--- src/logic/sac_pkg.sv ---
// shared constants and carrier types for the converter control block
package sac_pkg;

   // ------------------------------------------------------------
   // register offsets
   // ------------------------------------------------------------
   localparam logic [7:0] OFS_CTRL   = 8'h93;
   localparam logic [7:0] OFS_TIMING = 8'h94;
   localparam logic [7:0] OFS_PINS   = 8'h95;
   localparam logic [7:0] OFS_LOW    = 8'h96;
   localparam logic [7:0] OFS_HIGH   = 8'h97;
   localparam logic [7:0] OFS_ISTS   = 8'hA0;
   localparam logic [7:0] OFS_IMASK  = 8'hA1;

   // ------------------------------------------------------------
   // widths, timing and event bits
   // ------------------------------------------------------------
   localparam int         DATA_W      = 10;
   localparam logic [3:0] SAMPLE_MIN  = 4'h2;
   localparam logic [3:0] SAMPLE_MAX  = 4'hF;
   localparam logic [3:0] CONV_TICKS  = 4'hC;
   localparam logic [3:0] TRIAL_TICKS = 4'hA;
   localparam int         EV_DONE     = 0;
   localparam int         EV_CMP      = 1;
   localparam logic [9:0] TRIAL_MSB   = 10'h200;

   // ------------------------------------------------------------
   // register layouts and carriers
   // ------------------------------------------------------------
   typedef struct packed {
      logic       converter_on;
      logic       converter_event_flag;
      logic       compare_enable;
      logic       rsv;
      logic [2:0] input_channel_select;
      logic       go;
   } sac_ctrl_t;

   typedef struct packed {
      logic [2:0] conv_clock_divider;
      logic       rsv;
      logic [3:0] sample_length_field;
   } sac_timing_t;

   typedef struct packed {
      logic             done;
      logic [DATA_W-1:0] conversion_value;
   } sac_result_t;

   // converter clock period in system clocks: 2,4,6,8,12,16,24,32
   function automatic logic [5:0] div_period(input logic [2:0] code);
      logic [5:0] p;
      p = 6'h02;
      unique case (code)
         3'h0: p = 6'h02;
         3'h1: p = 6'h04;
         3'h2: p = 6'h06;
         3'h3: p = 6'h08;
         3'h4: p = 6'h0C;
         3'h5: p = 6'h10;
         3'h6: p = 6'h18;
         3'h7: p = 6'h20;
      endcase
      return p;
   endfunction

endpackage

--- src/logic/sac_clkdiv.sv ---
// converter clock tick generator from the system clock
`timescale 1ns/1ps
module sac_clkdiv
(
   input  wire logic       clk,     // system clock
   input  wire logic       rstn,    // async reset, active low
   input  wire logic       ce,      // clock enable
   input  wire logic       run,     // count while high
   input  wire logic [2:0] code,    // conversion clock field
   output logic            tick     // one-cycle pulse per converter period
);

   typedef struct packed {
      logic [5:0] cnt;
      logic       tick;
   } sac_div_state_t;

   sac_div_state_t s_r;
   sac_div_state_t s_nxt;

   assign tick = s_r.tick;

   // ------------------------------------------------------------
   // divider: restarts while idle so the first period is whole
   // ------------------------------------------------------------
   always_comb
   begin
      s_nxt      = s_r;
      s_nxt.tick = 1'b0;
      if (!run)
         s_nxt.cnt = 6'h00;
      else if (s_r.cnt == sac_pkg::div_period(code) - 6'h01)
      begin
         s_nxt.cnt  = 6'h00;
         s_nxt.tick = 1'b1;
      end
      else
         s_nxt.cnt = s_r.cnt + 6'h01;
   end

   // state register
   always_ff @(posedge clk or negedge rstn)
   begin
      if (!rstn)
         s_r <= '0;
      else if (ce)
         s_r <= s_nxt;
   end

endmodule

--- src/logic/sac_sar_seq.sv ---
// sample phase and successive-approximation sequencer
`timescale 1ns/1ps
module sac_sar_seq
(
   input  wire logic                    clk,      // system clock
   input  wire logic                    rstn,     // async reset, active low
   input  wire logic                    ce,       // clock enable
   input  wire logic                    run,      // go and converter on
   input  wire logic                    repeat_en,// compare mode: loop passes
   input  wire logic                    tick,     // converter clock tick
   input  wire logic [3:0]              ts,       // sample length field
   input  wire logic                    cmp_in,   // analog above trial code
   output logic                         sampling, // sample switch closed
   output logic [sac_pkg::DATA_W-1:0]   trial,    // trial code to the dac
   output sac_pkg::sac_result_t         result    // done pulse and value
);

   typedef enum logic [1:0] {ST_IDLE, ST_SAMPLE, ST_CONV} sac_seq_st_t;

   typedef struct packed {
      sac_seq_st_t               st;
      logic [3:0]                cnt;
      logic [sac_pkg::DATA_W-1:0] code;
      logic                      samp;
      sac_pkg::sac_result_t      res;
   } sac_seq_state_t;

   sac_seq_state_t s_r;
   sac_seq_state_t s_nxt;
   logic [3:0]     samp_len;
   logic [3:0]     bit_idx;

   assign sampling = s_r.samp;
   assign trial    = s_r.code;
   assign result   = s_r.res;

   // ------------------------------------------------------------
   // sample length: field plus one, held inside two..fifteen
   // ------------------------------------------------------------
   always_comb
   begin
      samp_len = ts + 4'h1;
      if (ts == sac_pkg::SAMPLE_MAX)
         samp_len = sac_pkg::SAMPLE_MAX;
      if (samp_len < sac_pkg::SAMPLE_MIN)
         samp_len = sac_pkg::SAMPLE_MIN;
      bit_idx = 4'h9 - s_r.cnt;
   end

   // ------------------------------------------------------------
   // sequencer; dropping run aborts any pass at once
   // ------------------------------------------------------------
   always_comb
   begin
      s_nxt          = s_r;
      s_nxt.res.done = 1'b0;
      if (!run)
      begin
         s_nxt.st  = ST_IDLE;
         s_nxt.cnt = 4'h0;
      end
      else
      begin
         unique case (s_r.st)
            ST_IDLE:
               // hold off one cycle after a done so the cleared go lands first
               if (!s_r.res.done)
               begin
                  s_nxt.st  = ST_SAMPLE;
                  s_nxt.cnt = 4'h0;
               end
            ST_SAMPLE:
               if (tick)
               begin
                  s_nxt.cnt = s_r.cnt + 4'h1;
                  if (s_r.cnt == samp_len - 4'h1)
                  begin
                     s_nxt.st   = ST_CONV;
                     s_nxt.cnt  = 4'h0;
                     s_nxt.code = sac_pkg::TRIAL_MSB;
                  end
               end
            ST_CONV:
               if (tick)
               begin
                  s_nxt.cnt = s_r.cnt + 4'h1;
                  // one bit decided per converter period, msb first
                  if (s_r.cnt < sac_pkg::TRIAL_TICKS)
                  begin
                     s_nxt.code[bit_idx] = cmp_in;
                     if (bit_idx != 4'h0)
                        s_nxt.code[bit_idx-4'h1] = 1'b1;
                  end
                  if (s_r.cnt == sac_pkg::CONV_TICKS - 4'h1)
                  begin
                     s_nxt.res.done             = 1'b1;
                     s_nxt.res.conversion_value = s_r.code;
                     s_nxt.cnt                  = 4'h0;
                     // compare mode starts a full new pass
                     s_nxt.st = repeat_en ? ST_SAMPLE : ST_IDLE;
                  end
               end
            default:
               s_nxt.st = ST_IDLE;
         endcase
      end
      s_nxt.samp = (s_nxt.st == ST_SAMPLE);
   end

   // state register
   always_ff @(posedge clk or negedge rstn)
   begin
      if (!rstn)
         s_r <= '{st: ST_IDLE, default: '0};
      else if (ce)
         s_r <= s_nxt;
   end

endmodule

--- src/logic/sac_top.sv ---
// converter control: registers, sequencing, compare and interrupt
//
// Operation
// sample phase at least two converter periods
// sample phase at most fifteen converter periods
// conversion is sample plus twelve periods
// pin bit one selects analog input
// result split high eight, low two
// compare mode keeps data registers as threshold
// software starts with go after setup
// done clears go, sets flag, interrupt
// each single conversion needs new start
// compare setup precedes enable and start
// compare sets flag when input exceeds threshold
// compare repeats until go cleared
// divider field picks converter clock period
// sample length is field plus one
// clearing go aborts conversion
// channel field routes one of eight inputs
// result, go clear, flag same cycle
// each compare pass is full conversion
//
// Our own choice: the plain strobed port.
`timescale 1ns/1ps
module sac_top
(
   input  wire logic                  clk,         // system clock, 100 MHz
   input  wire logic                  rstn,        // async reset, active low
   input  wire logic                  ce,          // clock enable, freezes all
   input  wire logic [7:0]            addr,        // register address
   input  wire logic [7:0]            wdata,       // write data
   input  wire logic                  wr,          // write strobe
   input  wire logic                  rd,          // read strobe
   output logic      [7:0]            rdata,       // read data, next cycle
   output logic                       irq,         // interrupt level
   input  wire logic                  cmp_in,      // analog above trial code
   output logic      [9:0]            dac_code,    // trial code to the dac
   output logic                       sample_en,   // sample switch closed
   output logic      [2:0]            chan_sel,    // input mux select
   output logic      [7:0]            pin_analog,  // per-pin analog enable
   output logic                       converter_on // analog power enable
);

   // ------------------------------------------------------------
   // state of the register side
   // ------------------------------------------------------------
   typedef struct packed {
      sac_pkg::sac_ctrl_t   ctrl;
      sac_pkg::sac_timing_t tim;
      logic [7:0]           pins;
      logic [7:0]           data_hi;
      logic [1:0]           data_lo;
      logic [1:0]           ists;
      logic [1:0]           imask;
      logic [7:0]           rdata;
      logic                 irq;
   } sac_top_state_t;

   sac_top_state_t       s_r;
   sac_top_state_t       s_nxt;
   logic                 tick;
   logic                 run;
   sac_pkg::sac_result_t res;
   logic [9:0]           threshold;

   // ------------------------------------------------------------
   // address decode, used by both read and write paths
   // ------------------------------------------------------------
   function automatic logic hit(input logic [7:0] a, input logic [7:0] ofs);
      return a == ofs;
   endfunction

   // converter runs only while enabled and started
   assign run       = s_r.ctrl.go & s_r.ctrl.converter_on;
   assign threshold = {s_r.data_hi, s_r.data_lo};

   // outputs straight from registers
   assign rdata        = s_r.rdata;
   assign irq          = s_r.irq;
   assign chan_sel     = s_r.ctrl.input_channel_select;
   assign pin_analog   = s_r.pins;
   assign converter_on = s_r.ctrl.converter_on;

   // ------------------------------------------------------------
   // converter clock and sequencer
   // ------------------------------------------------------------
   sac_clkdiv u_div
   (
      .clk  (clk),
      .rstn (rstn),
      .ce   (ce),
      .run  (run),
      .code (s_r.tim.conv_clock_divider),
      .tick (tick)
   );

   sac_sar_seq u_seq
   (
      .clk       (clk),
      .rstn      (rstn),
      .ce        (ce),
      .run       (run),
      .repeat_en (s_r.ctrl.compare_enable),
      .tick      (tick),
      .ts        (s_r.tim.sample_length_field),
      .cmp_in    (cmp_in),
      .sampling  (sample_en),
      .trial     (dac_code),
      .result    (res)
   );

   // ------------------------------------------------------------
   // next state: reads, writes, then hardware events
   // ------------------------------------------------------------
   always_comb
   begin
      s_nxt       = s_r;
      s_nxt.rdata = 8'h00;

      // read data stand only in the cycle after the strobe
      if (rd)
      begin
         if (hit(addr, sac_pkg::OFS_CTRL))
            s_nxt.rdata = {s_r.ctrl.converter_on,
                           s_r.ctrl.converter_event_flag,
                           s_r.ctrl.compare_enable, 1'b0,
                           s_r.ctrl.input_channel_select,
                           s_r.ctrl.go};
         else if (hit(addr, sac_pkg::OFS_TIMING))
            s_nxt.rdata = {s_r.tim.conv_clock_divider, 1'b0,
                           s_r.tim.sample_length_field};
         else if (hit(addr, sac_pkg::OFS_PINS))
            s_nxt.rdata = s_r.pins;
         else if (hit(addr, sac_pkg::OFS_LOW))
            s_nxt.rdata = {6'h00, s_r.data_lo};
         else if (hit(addr, sac_pkg::OFS_HIGH))
            s_nxt.rdata = s_r.data_hi;
         else if (hit(addr, sac_pkg::OFS_ISTS))
            s_nxt.rdata = {6'h00, s_r.ists};
         else if (hit(addr, sac_pkg::OFS_IMASK))
            s_nxt.rdata = {6'h00, s_r.imask};
      end

      // software writes; unmapped addresses are ignored
      if (wr)
      begin
         if (hit(addr, sac_pkg::OFS_CTRL))
         begin
            s_nxt.ctrl     = wdata;
            s_nxt.ctrl.rsv = 1'b0;
            // clearing go here aborts a pass in progress
         end
         if (hit(addr, sac_pkg::OFS_TIMING))
         begin
            s_nxt.tim     = wdata;
            s_nxt.tim.rsv = 1'b0;
         end
         if (hit(addr, sac_pkg::OFS_PINS))
            s_nxt.pins = wdata;
         // threshold is loaded here before compare starts
         if (hit(addr, sac_pkg::OFS_LOW))
            s_nxt.data_lo = wdata[1:0];
         if (hit(addr, sac_pkg::OFS_HIGH))
            s_nxt.data_hi = wdata;
         if (hit(addr, sac_pkg::OFS_ISTS))
            s_nxt.ists = s_r.ists & ~wdata[1:0];
         if (hit(addr, sac_pkg::OFS_IMASK))
            s_nxt.imask = wdata[1:0];
      end

      // events come last so a hardware event beats a software write in the same cycle
      if (res.done && s_r.ctrl.go)
      begin
         if (!s_r.ctrl.compare_enable)
         begin
            // result, go clear and flag land together
            s_nxt.data_hi = res.conversion_value[9:2];
            s_nxt.data_lo = res.conversion_value[1:0];
            s_nxt.ctrl.go = 1'b0;
            s_nxt.ctrl.converter_event_flag = 1'b1;
            s_nxt.ists[sac_pkg::EV_DONE]    = 1'b1;
         end
         // compare mode leaves data and go untouched
         else if (res.conversion_value > threshold)
         begin
            s_nxt.ctrl.converter_event_flag = 1'b1;
            s_nxt.ists[sac_pkg::EV_CMP]     = 1'b1;
         end
      end

      // interrupt level follows unmasked sticky status
      s_nxt.irq = |(s_nxt.ists & s_nxt.imask);
   end

   // ------------------------------------------------------------
   // state register
   // ------------------------------------------------------------
   always_ff @(posedge clk or negedge rstn)
   begin
      if (!rstn)
         s_r <= '0;
      else if (ce)
         s_r <= s_nxt;
   end

endmodule

--- config.mk ---
export PLATFORM = sky130hd
export DESIGN_NAME = sac_top
export DESIGN_NICKNAME = d
export VERILOG_FILES = /design/src/logic/sac_pkg.sv /design/src/logic/sac_clkdiv.sv /design/src/logic/sac_sar_seq.sv /design/src/logic/sac_top.sv
export SDC_FILE = /design/constraint.sdc
export NUM_CORES = 1
export LEC_CHECK = 0
export ABC_AREA = 0
export BUFFER_PORTS_ARGS = -buffer_cell sky130_fd_sc_hd__buf_2
export CAP_MARGIN = 0
export CELL_PAD_IN_SITES_DETAIL_PLACEMENT = 2
export CELL_PAD_IN_SITES_GLOBAL_PLACEMENT = 2
export CORE_MARGIN = 3
export CORE_UTILIZATION = 41
export CTS_CLUSTER_DIAMETER = 40
export DETAILED_ROUTE_END_ITERATION = 7
export PLACE_DENSITY = 0.95
export SLEW_MARGIN = 20
export SYNTH_ARGS = -nofsm -noshare
export SYNTH_HDL_FRONTEND = slang
export SYNTH_HIERARCHICAL = 1
export SYNTH_SLANG_ARGS = --single-unit
--- constraint.sdc ---
create_clock -name clk -period 5.7 [get_ports clk]
set_input_delay 0.57 -clock clk [delete_from_list [all_inputs] [get_ports clk]]
set_output_delay 0.57 -clock clk [all_outputs]
set_load 0.02 [all_outputs]
### Word level (Yosys, flattened, before mapping)

Memories as Yosys holds them, arrays and structs flattened.
Cells that the tools add are included.

| storage, ports and cells | value |
|---|---|
| word-level logic and storage cells | 131 |
| memory bits (read-only) | 40 |
| register bits after elaboration | 80 |
| output and inout port bits | 32 |
| memories kept | 1 |
| input port bits | 22 |

| cells by class | value |
|---|---|
| bitwise operators | 5 |
| multiplexer cells | 54 |
| $lt $le $gt $ge | 7 |
| equality and inequality tests | 22 |
| $add $sub $neg | 7 |
| reductions and logical operators | 13 |

Memories:

| name | words | width | rd ports | clocked after Yosys merged registers in | wr ports | RTL line | source |
|---|---|---|---|---|---|---|---|
| (name not given) | 8 | 5 | 1 | 0 | 0 | sac_pkg.sv:54 | `unique case (code)` |

Operators by type and width:

| kind | number |
|---|---|
| $mux W8 | 9 |
| $eq A8 B8 Y1 const B | 7 |
| $mux W16 | 3 |
| $mux W11 | 4 |
| $mux W37 | 1 |
| $mux W6 | 6 |
| $mux W10 | 3 |
| $pmux W10 S2 | 1 |
| $mux W1 | 13 |
| $mux W12 | 1 |
| $pmux W4 S3 | 1 |
| $bwmux W10 | 1 |
| $gt A10 B10 Y1 | 1 |
| $lt A4 B5 Y1 const B | 2 |
| $mux W2 | 5 |
| $or A10 B10 Y10 | 1 |
| $reduce_and A5 Y1 | 2 |
| $ne A3 B3 Y1 const B | 3 |
| $reduce_and A3 Y1 | 3 |
| $add A4 B1 Y4 const B | 2 |
| $demux W1 S4 | 2 |
| $eq A4 B4 Y1 const B | 2 |
| $ge A4 B1 Y1 const B | 2 |
| $mux W4 | 2 |
| other kinds (24) | 31 |

### Logic depth before layout (Yosys ltp)

| depth | value |
|---|---|
| depth in word-level cells | 13 |
| gate-level depth with buffers | 10 |

### Hierarchy

Netlist, hierarchy kept.

Modules (own cells, without submodules):

| module | sequential area each (µm²) | instances | area each (µm²) | cells each |
|---|---|---|---|---|
| sac_top | 1126.1 | 1 | 2717.6 | 285 |
| sac_sar_seq | 700.7 | 1 | 2308.5 | 257 |
| sac_clkdiv | 175.2 | 1 | 536.8 | 63 |

### Worst setup path after synthesis

OpenSTA, ideal clock, no wires.

| path | value |
|---|---|
| path type | reg-to-reg |
| start point | register s_r[31] in the netlist's numbering |
| end point | register u_seq.s_r (netlist bit u_seq/trial[1]) |
| required time | 5575 ps |
| library setup time | 125 ps |
| arrival time | 2462 ps |
| stages on the path, launching flop included | 9 |
| slack | 3113 ps |
| cell sequence | dfrtp_1 -> ha_1 -> or2_1 -> or4_4 -> o2111ai_2 -> nand4b_2 -> o21ai_2 -> nand2_4 -> mux2_4 |

| on the way | value |
|---|---|
| longest elaborated chain between the ends | 8 |

RTL lines:

| item | RTL line | source |
|---|---|---|
| from (decl) | sac_top.sv:59 | `sac_top_state_t s_r;` |
| from (signal assigned) | sac_top.sv:203 | `s_r <= s_nxt;` |
| $add A4 B1 Y4 / $eq A4 B4 Y1 (equally long branches) | sac_sar_seq.sv:42, sac_sar_seq.sv:43 |  |
| $mux W4 * | sac_sar_seq.sv:43 | `if (ts == sac_pkg::SAMPLE_MAX)` |
| $lt A4 B2 Y1 | sac_sar_seq.sv:45 | `if (samp_len < sac_pkg::SAMPLE_MIN)` |
| $mux W4 * | sac_sar_seq.sv:45 |  |
| $sub A4 B1 Y4 * | sac_sar_seq.sv:76 | `if (s_r.cnt == samp_len - 4'h1)` |
| $eq A4 B4 Y1 * | sac_sar_seq.sv:76 |  |
| $ne A2 B1 Y1 (no line) * | -- |  |
| $reduce_and A7 Y1 (no line) * | -- |  |
| to (signal assigned) | sac_sar_seq.sv:116 | `s_r <= s_nxt;` |
| to (decl) | sac_sar_seq.sv:28 | `sac_seq_state_t s_r;` |

Every way passes the cells marked *; elsewhere a longest branch is shown, timed or not.
A chain may end at the register's enable or synchronous reset.

### Worst setup path after layout

| path | value |
|---|---|
| start point | register s_r[36] in the netlist's numbering |
| end point | register u_div/s_r[4] in the netlist's numbering |

| on the way | value |
|---|---|
| longest elaborated chain between the ends | 6 |

RTL lines:

| item | RTL line | source |
|---|---|---|
| $mem_v2 Z8 W5 | -- |  |
| $mux W6 | sac_clkdiv.sv:30 | `if (!run)` |
| $sub A6 B1 Y6 | sac_clkdiv.sv:32 | `else if (s_r.cnt == sac_pkg::div_period(code) - 6'h01)` |
| $eq A6 B6 Y1 | sac_clkdiv.sv:32 |  |
| $mux W6 | sac_clkdiv.sv:32 |  |
| $mux W6 | sac_clkdiv.sv:30 |  |
| to (signal assigned) | sac_clkdiv.sv:47 | `s_r <= s_nxt;` |
| to (decl) | sac_clkdiv.sv:18 | `sac_div_state_t s_r;` |

Every way passes these cells. The select of a mux whose other input is x is not followed.

==> impl_results.md <==
* Outcome: complete, no violations
* Seq cells post-synth at 80
* Post-Syn Area at 5560 um^2
* Die H at 122 um
* Worst skew pair latency at 0.36 ns
* DRT antenna net count at 0
* Yosys cell types at 72
* Bufs and invs on worst path at 2
* Min cycle time layout at 3.05 ns
* Post-synth top area share at 36.0%
* Leakage at 2.72 nW
* Crit Path Max Fanout at 8
* Setup TNS at 0 ns
* DR DRC count at 0
* F_max at 328 MHz
* Crit-path cells: inv_1, ha_1, mux2i_1, ha_1, inv_1, o211a_1, or3_1, a2111o_1, nand3_2, o221ai_1
* Reg2reg end: u_div/s_r[4]$_DFFE_PN0P_
* Area Overhead vs Synth at 7.83%
* Vias per cell at 6.12
* Routability congestion estimate at 0.884
* Starting density of the core at 43.0%
* Clock share of power at 49.9%
* Combinational Power Share at 8.0%
* Initial antenna violation count at 0
* Most instantiated cells after synthesis: 80 x dfrtp_1, 46 x inv_1, 41 x nand2_1
* Fin nets at 656
* Top-count cell post-synth: dfrtp_1
* Hold slack at 0.251 ns
* Internal Power at 0.00106 W
* Sw frac at 24.9%
* Critical Path AT at 3.27 ns
* Pwr per Cell Area at 235 nW/um^2
* Global-route wire length before repair at 31.6 mm
* Reg power frac at 42.1%
* Gate Count Post-Synth at 605
* Drt pass-1 iters at 4
* Fin. max-slew vios at 0
* XOR/XNOR Fraction of Synth Area at 1.73%
* Critical Path Sink Type: flop
* Hold WC Path Type: in -> async
* Critical path class: reg -> reg
* Endpoints failing hold at 0
* Area leader, netlist: dfrtp_1
* Complex-gate fraction of the synthesized area at 17.7%
* H-tree lvl count at 3
* Main combinational cell family by area after synthesis: compound AO/OA/AOI/OAI gates
* Final worst-path cycle share at 53.5%
* Number of global-route vias before repair at 5464
* Clk buf depth at 2
* # Post-CTS Setup Buffers at 0
* Synth area leaders: dfrtp_1 36%, mux2_2 6.7%, ha_1 6.1%
* Row count at 41
* Total CTS buffers at 9
* Number of I/O pins at 54
* Mapped Avg Cell Area at 9.19 um^2
* RSZ-0062 raised after global routing: false
* TritonCTS clock tree: built
* Simple-Gate Fraction of Synth Area at 17.2%
* Reg2reg start: s_r[36]$_DFFE_PN0P_
* Worst Skew at 0.0161 ns
* Overall routed net length at 19.9 mm
* Cts repair resizes at 0
* Reg2Reg Depth at 10
* Initial drt markers at 267
* Port Buffer Count at 53
* Root buf cell: clkbuf_16
* Fraction of registers with async set/reset at 100%
* Setup violators final at 0
* R2r setup slk at 2.65 ns
* Slew at the pin closest to its max-slew limit at 0.857 ns
* EDFF count, synth at 0
* Die width at 122 um
* Die area at 15000 um^2
* Clk sinks at 80
* Via Count at 4798
* Inserted Diodes at 0
* Worst path top cell family by delay: compound AO/OA/AOI/OAI gates
* Total track usage at 27.7%
* Adder and majority gate portion of the synthesized area at 6.07%
* Clock-pin slew on the worst setup and hold paths at 0.07 ns
* Largest net degree at the start of global routing at 81
* Max incr delay on CP at 0.52 ns
* Routed WL per cell at 25.4 um
* Most used DFF post-synth: dfrtp_1
* Net Sw Power at 0.000350 W
* Worst endpoint required time at 5.92 ns
* Gr ovfl total at 0
* Post-Syn Nets at 654
* Post-synthesis mux area share at 10.8%
* Maxcap violations at 0
* VDD IR max at 0.155 mV
* Hold Buf Count CTS at 0
* Slowest stage cell, crit path: a2111o_1
* Seq/Total Area, Yosys at 36.0%
* Layout cells sized above 1 at 20.9%
* HPWL after DPL at 13.5 mm
* Setup crit start kind: flop
* Core Area at 12900 um^2
* Yosys warning count at 6
* Relative slew margins at 42.7%
[how the worst max path moves through the flow]
stage                              from                          to  slack, ns  cells after the start
finish              s_r[36]$_DFFE_PN0P_    u_div/s_r[4]$_DFFE_PN0P_       2.65                     10
global placement                     ce   pin_analog[4]$_DFFE_PN0P_       2.95                      5
floorplan           s_r[31]$_DFFE_PN0P_  u_seq/trial[1]$_DFFE_PN0P_       3.11                      8
detailed placement  s_r[36]$_DFFE_PN0P_    u_div/s_r[4]$_DFFE_PN0P_       2.70                     10
global route        s_r[36]$_DFFE_PN0P_    u_div/s_r[3]$_DFFE_PN0P_       2.49                     10
CTS                 s_r[36]$_DFFE_PN0P_    u_div/s_r[3]$_DFFE_PN0P_       2.65                     10
[flip-flops by register name, summed over array words and instances (netlist names)]
register and flops:
converter_on 1, u_seq/s_r 6, irq 1, pin_analog 8, s_r 24, u_div/s_r 6, rdata 8, u_div/tick 1
u_seq/result 11, u_seq/trial 10, u_seq/sampling 1, chan_sel 3
[cell type report]
cell class / count / area [um^2]
Clock buffer: 10 / 239
Clock inverter: 6 / 115
Fill cell: 1375 / 6930
Inverter: 46 / 173
Multi-Input combinational cell: 416 / 2980
Sequential cell: 80 / 2000
Tap cell: 172 / 215
Timing Repair Buffer: 54 / 279
[layer usage]
metal | GRT usage [%] | up-vias | routed length (um)
met2 | 48.6 | 165 | 10300
met3 | 5.16 | 59 | 885
met4 | 12.8 | 0 | 807
met1 | 32.7 | 2449 | 7940
met5 | 0 | - | 0
li1 | - | 2125 | -
[per-stage QoR]
step | power, W | setup slack [ns] | cells | utilization (%) | instance area (um^2)
2_1_floorplan | 0.000661 | 3.11 | 605 | - | 5560
3_3_place_gp | 0.000699 | 2.95 | 768 | 43.6 | 5640
3_5_place_dp | 0.000709 | 2.70 | 768 | 43.6 | 5640
4_1_cts | 0.00141 | 2.65 | 784 | 46.4 | 5990
5_1_grt | 0.00145 | 2.49 | 784 | 46.4 | 6000
6_report | 0.00141 | 2.65 | 784 | 46.4 | 6000
[cell usage in the layout (no fill, tap or decap), types with 3 or more instances in the layout]
cell type / n
a211oi_1: 10
a21oi_1: 37
a221o_1: 3
a22oi_1: 5
a31oi_1: 6
a32o_1: 3
and2_1: 8
and3_1: 3
buf_2: 52
bufinv_16: 3
clkbuf_16: 9
dfrtp_1: 80
ha_1: 27
inv_1: 46
mux2_2: 33
mux2_4: 6
mux2i_1: 14
nand2_1: 41
nand2b_1: 10
nand3_1: 23
nand4_1: 4
nor2_1: 33
nor2b_1: 10
nor3_1: 9
nor4_1: 3
o211ai_1: 4
o21ai_0: 36
o21bai_1: 4
o221ai_1: 9
o22ai_1: 15
or2_2: 3
xnor2_1: 6
xor2_1: 5
[power groups by stage]
stage          clock network [W]  registers [W]  logic (W)
3_3_place_gp                   0       0.000599  0.0000993
2_1_floorplan                  0       0.000597  0.0000640
3_5_place_dp                   0       0.000601   0.000108
4_1_cts                 0.000711       0.000592   0.000112
5_1_grt                 0.000732       0.000593   0.000123
6_report                0.000703       0.000592   0.000113
[kinds of logic after synthesis]
| kind of cell | after synthesis |
|---|---|
| compound gates | 151 |
| simple gates | 174 |
| fa+ha+maj | 27 |
| xor+xnor | 11 |
| flops | 80 |
| buf+inv | 109 |
| mux | 53 |
[worst reg2reg max path: stages, from the launching register on]
cell      delay [ns]
dfrtp_1         0.51
inv_1           0.11
ha_1            0.36
mux2i_1         0.20
ha_1            0.22
inv_1           0.07
o211a_1         0.25
or3_1           0.38
a2111o_1        0.52
nand3_2         0.16
o221ai_1        0.14
(Power assumes the default switching activity.)
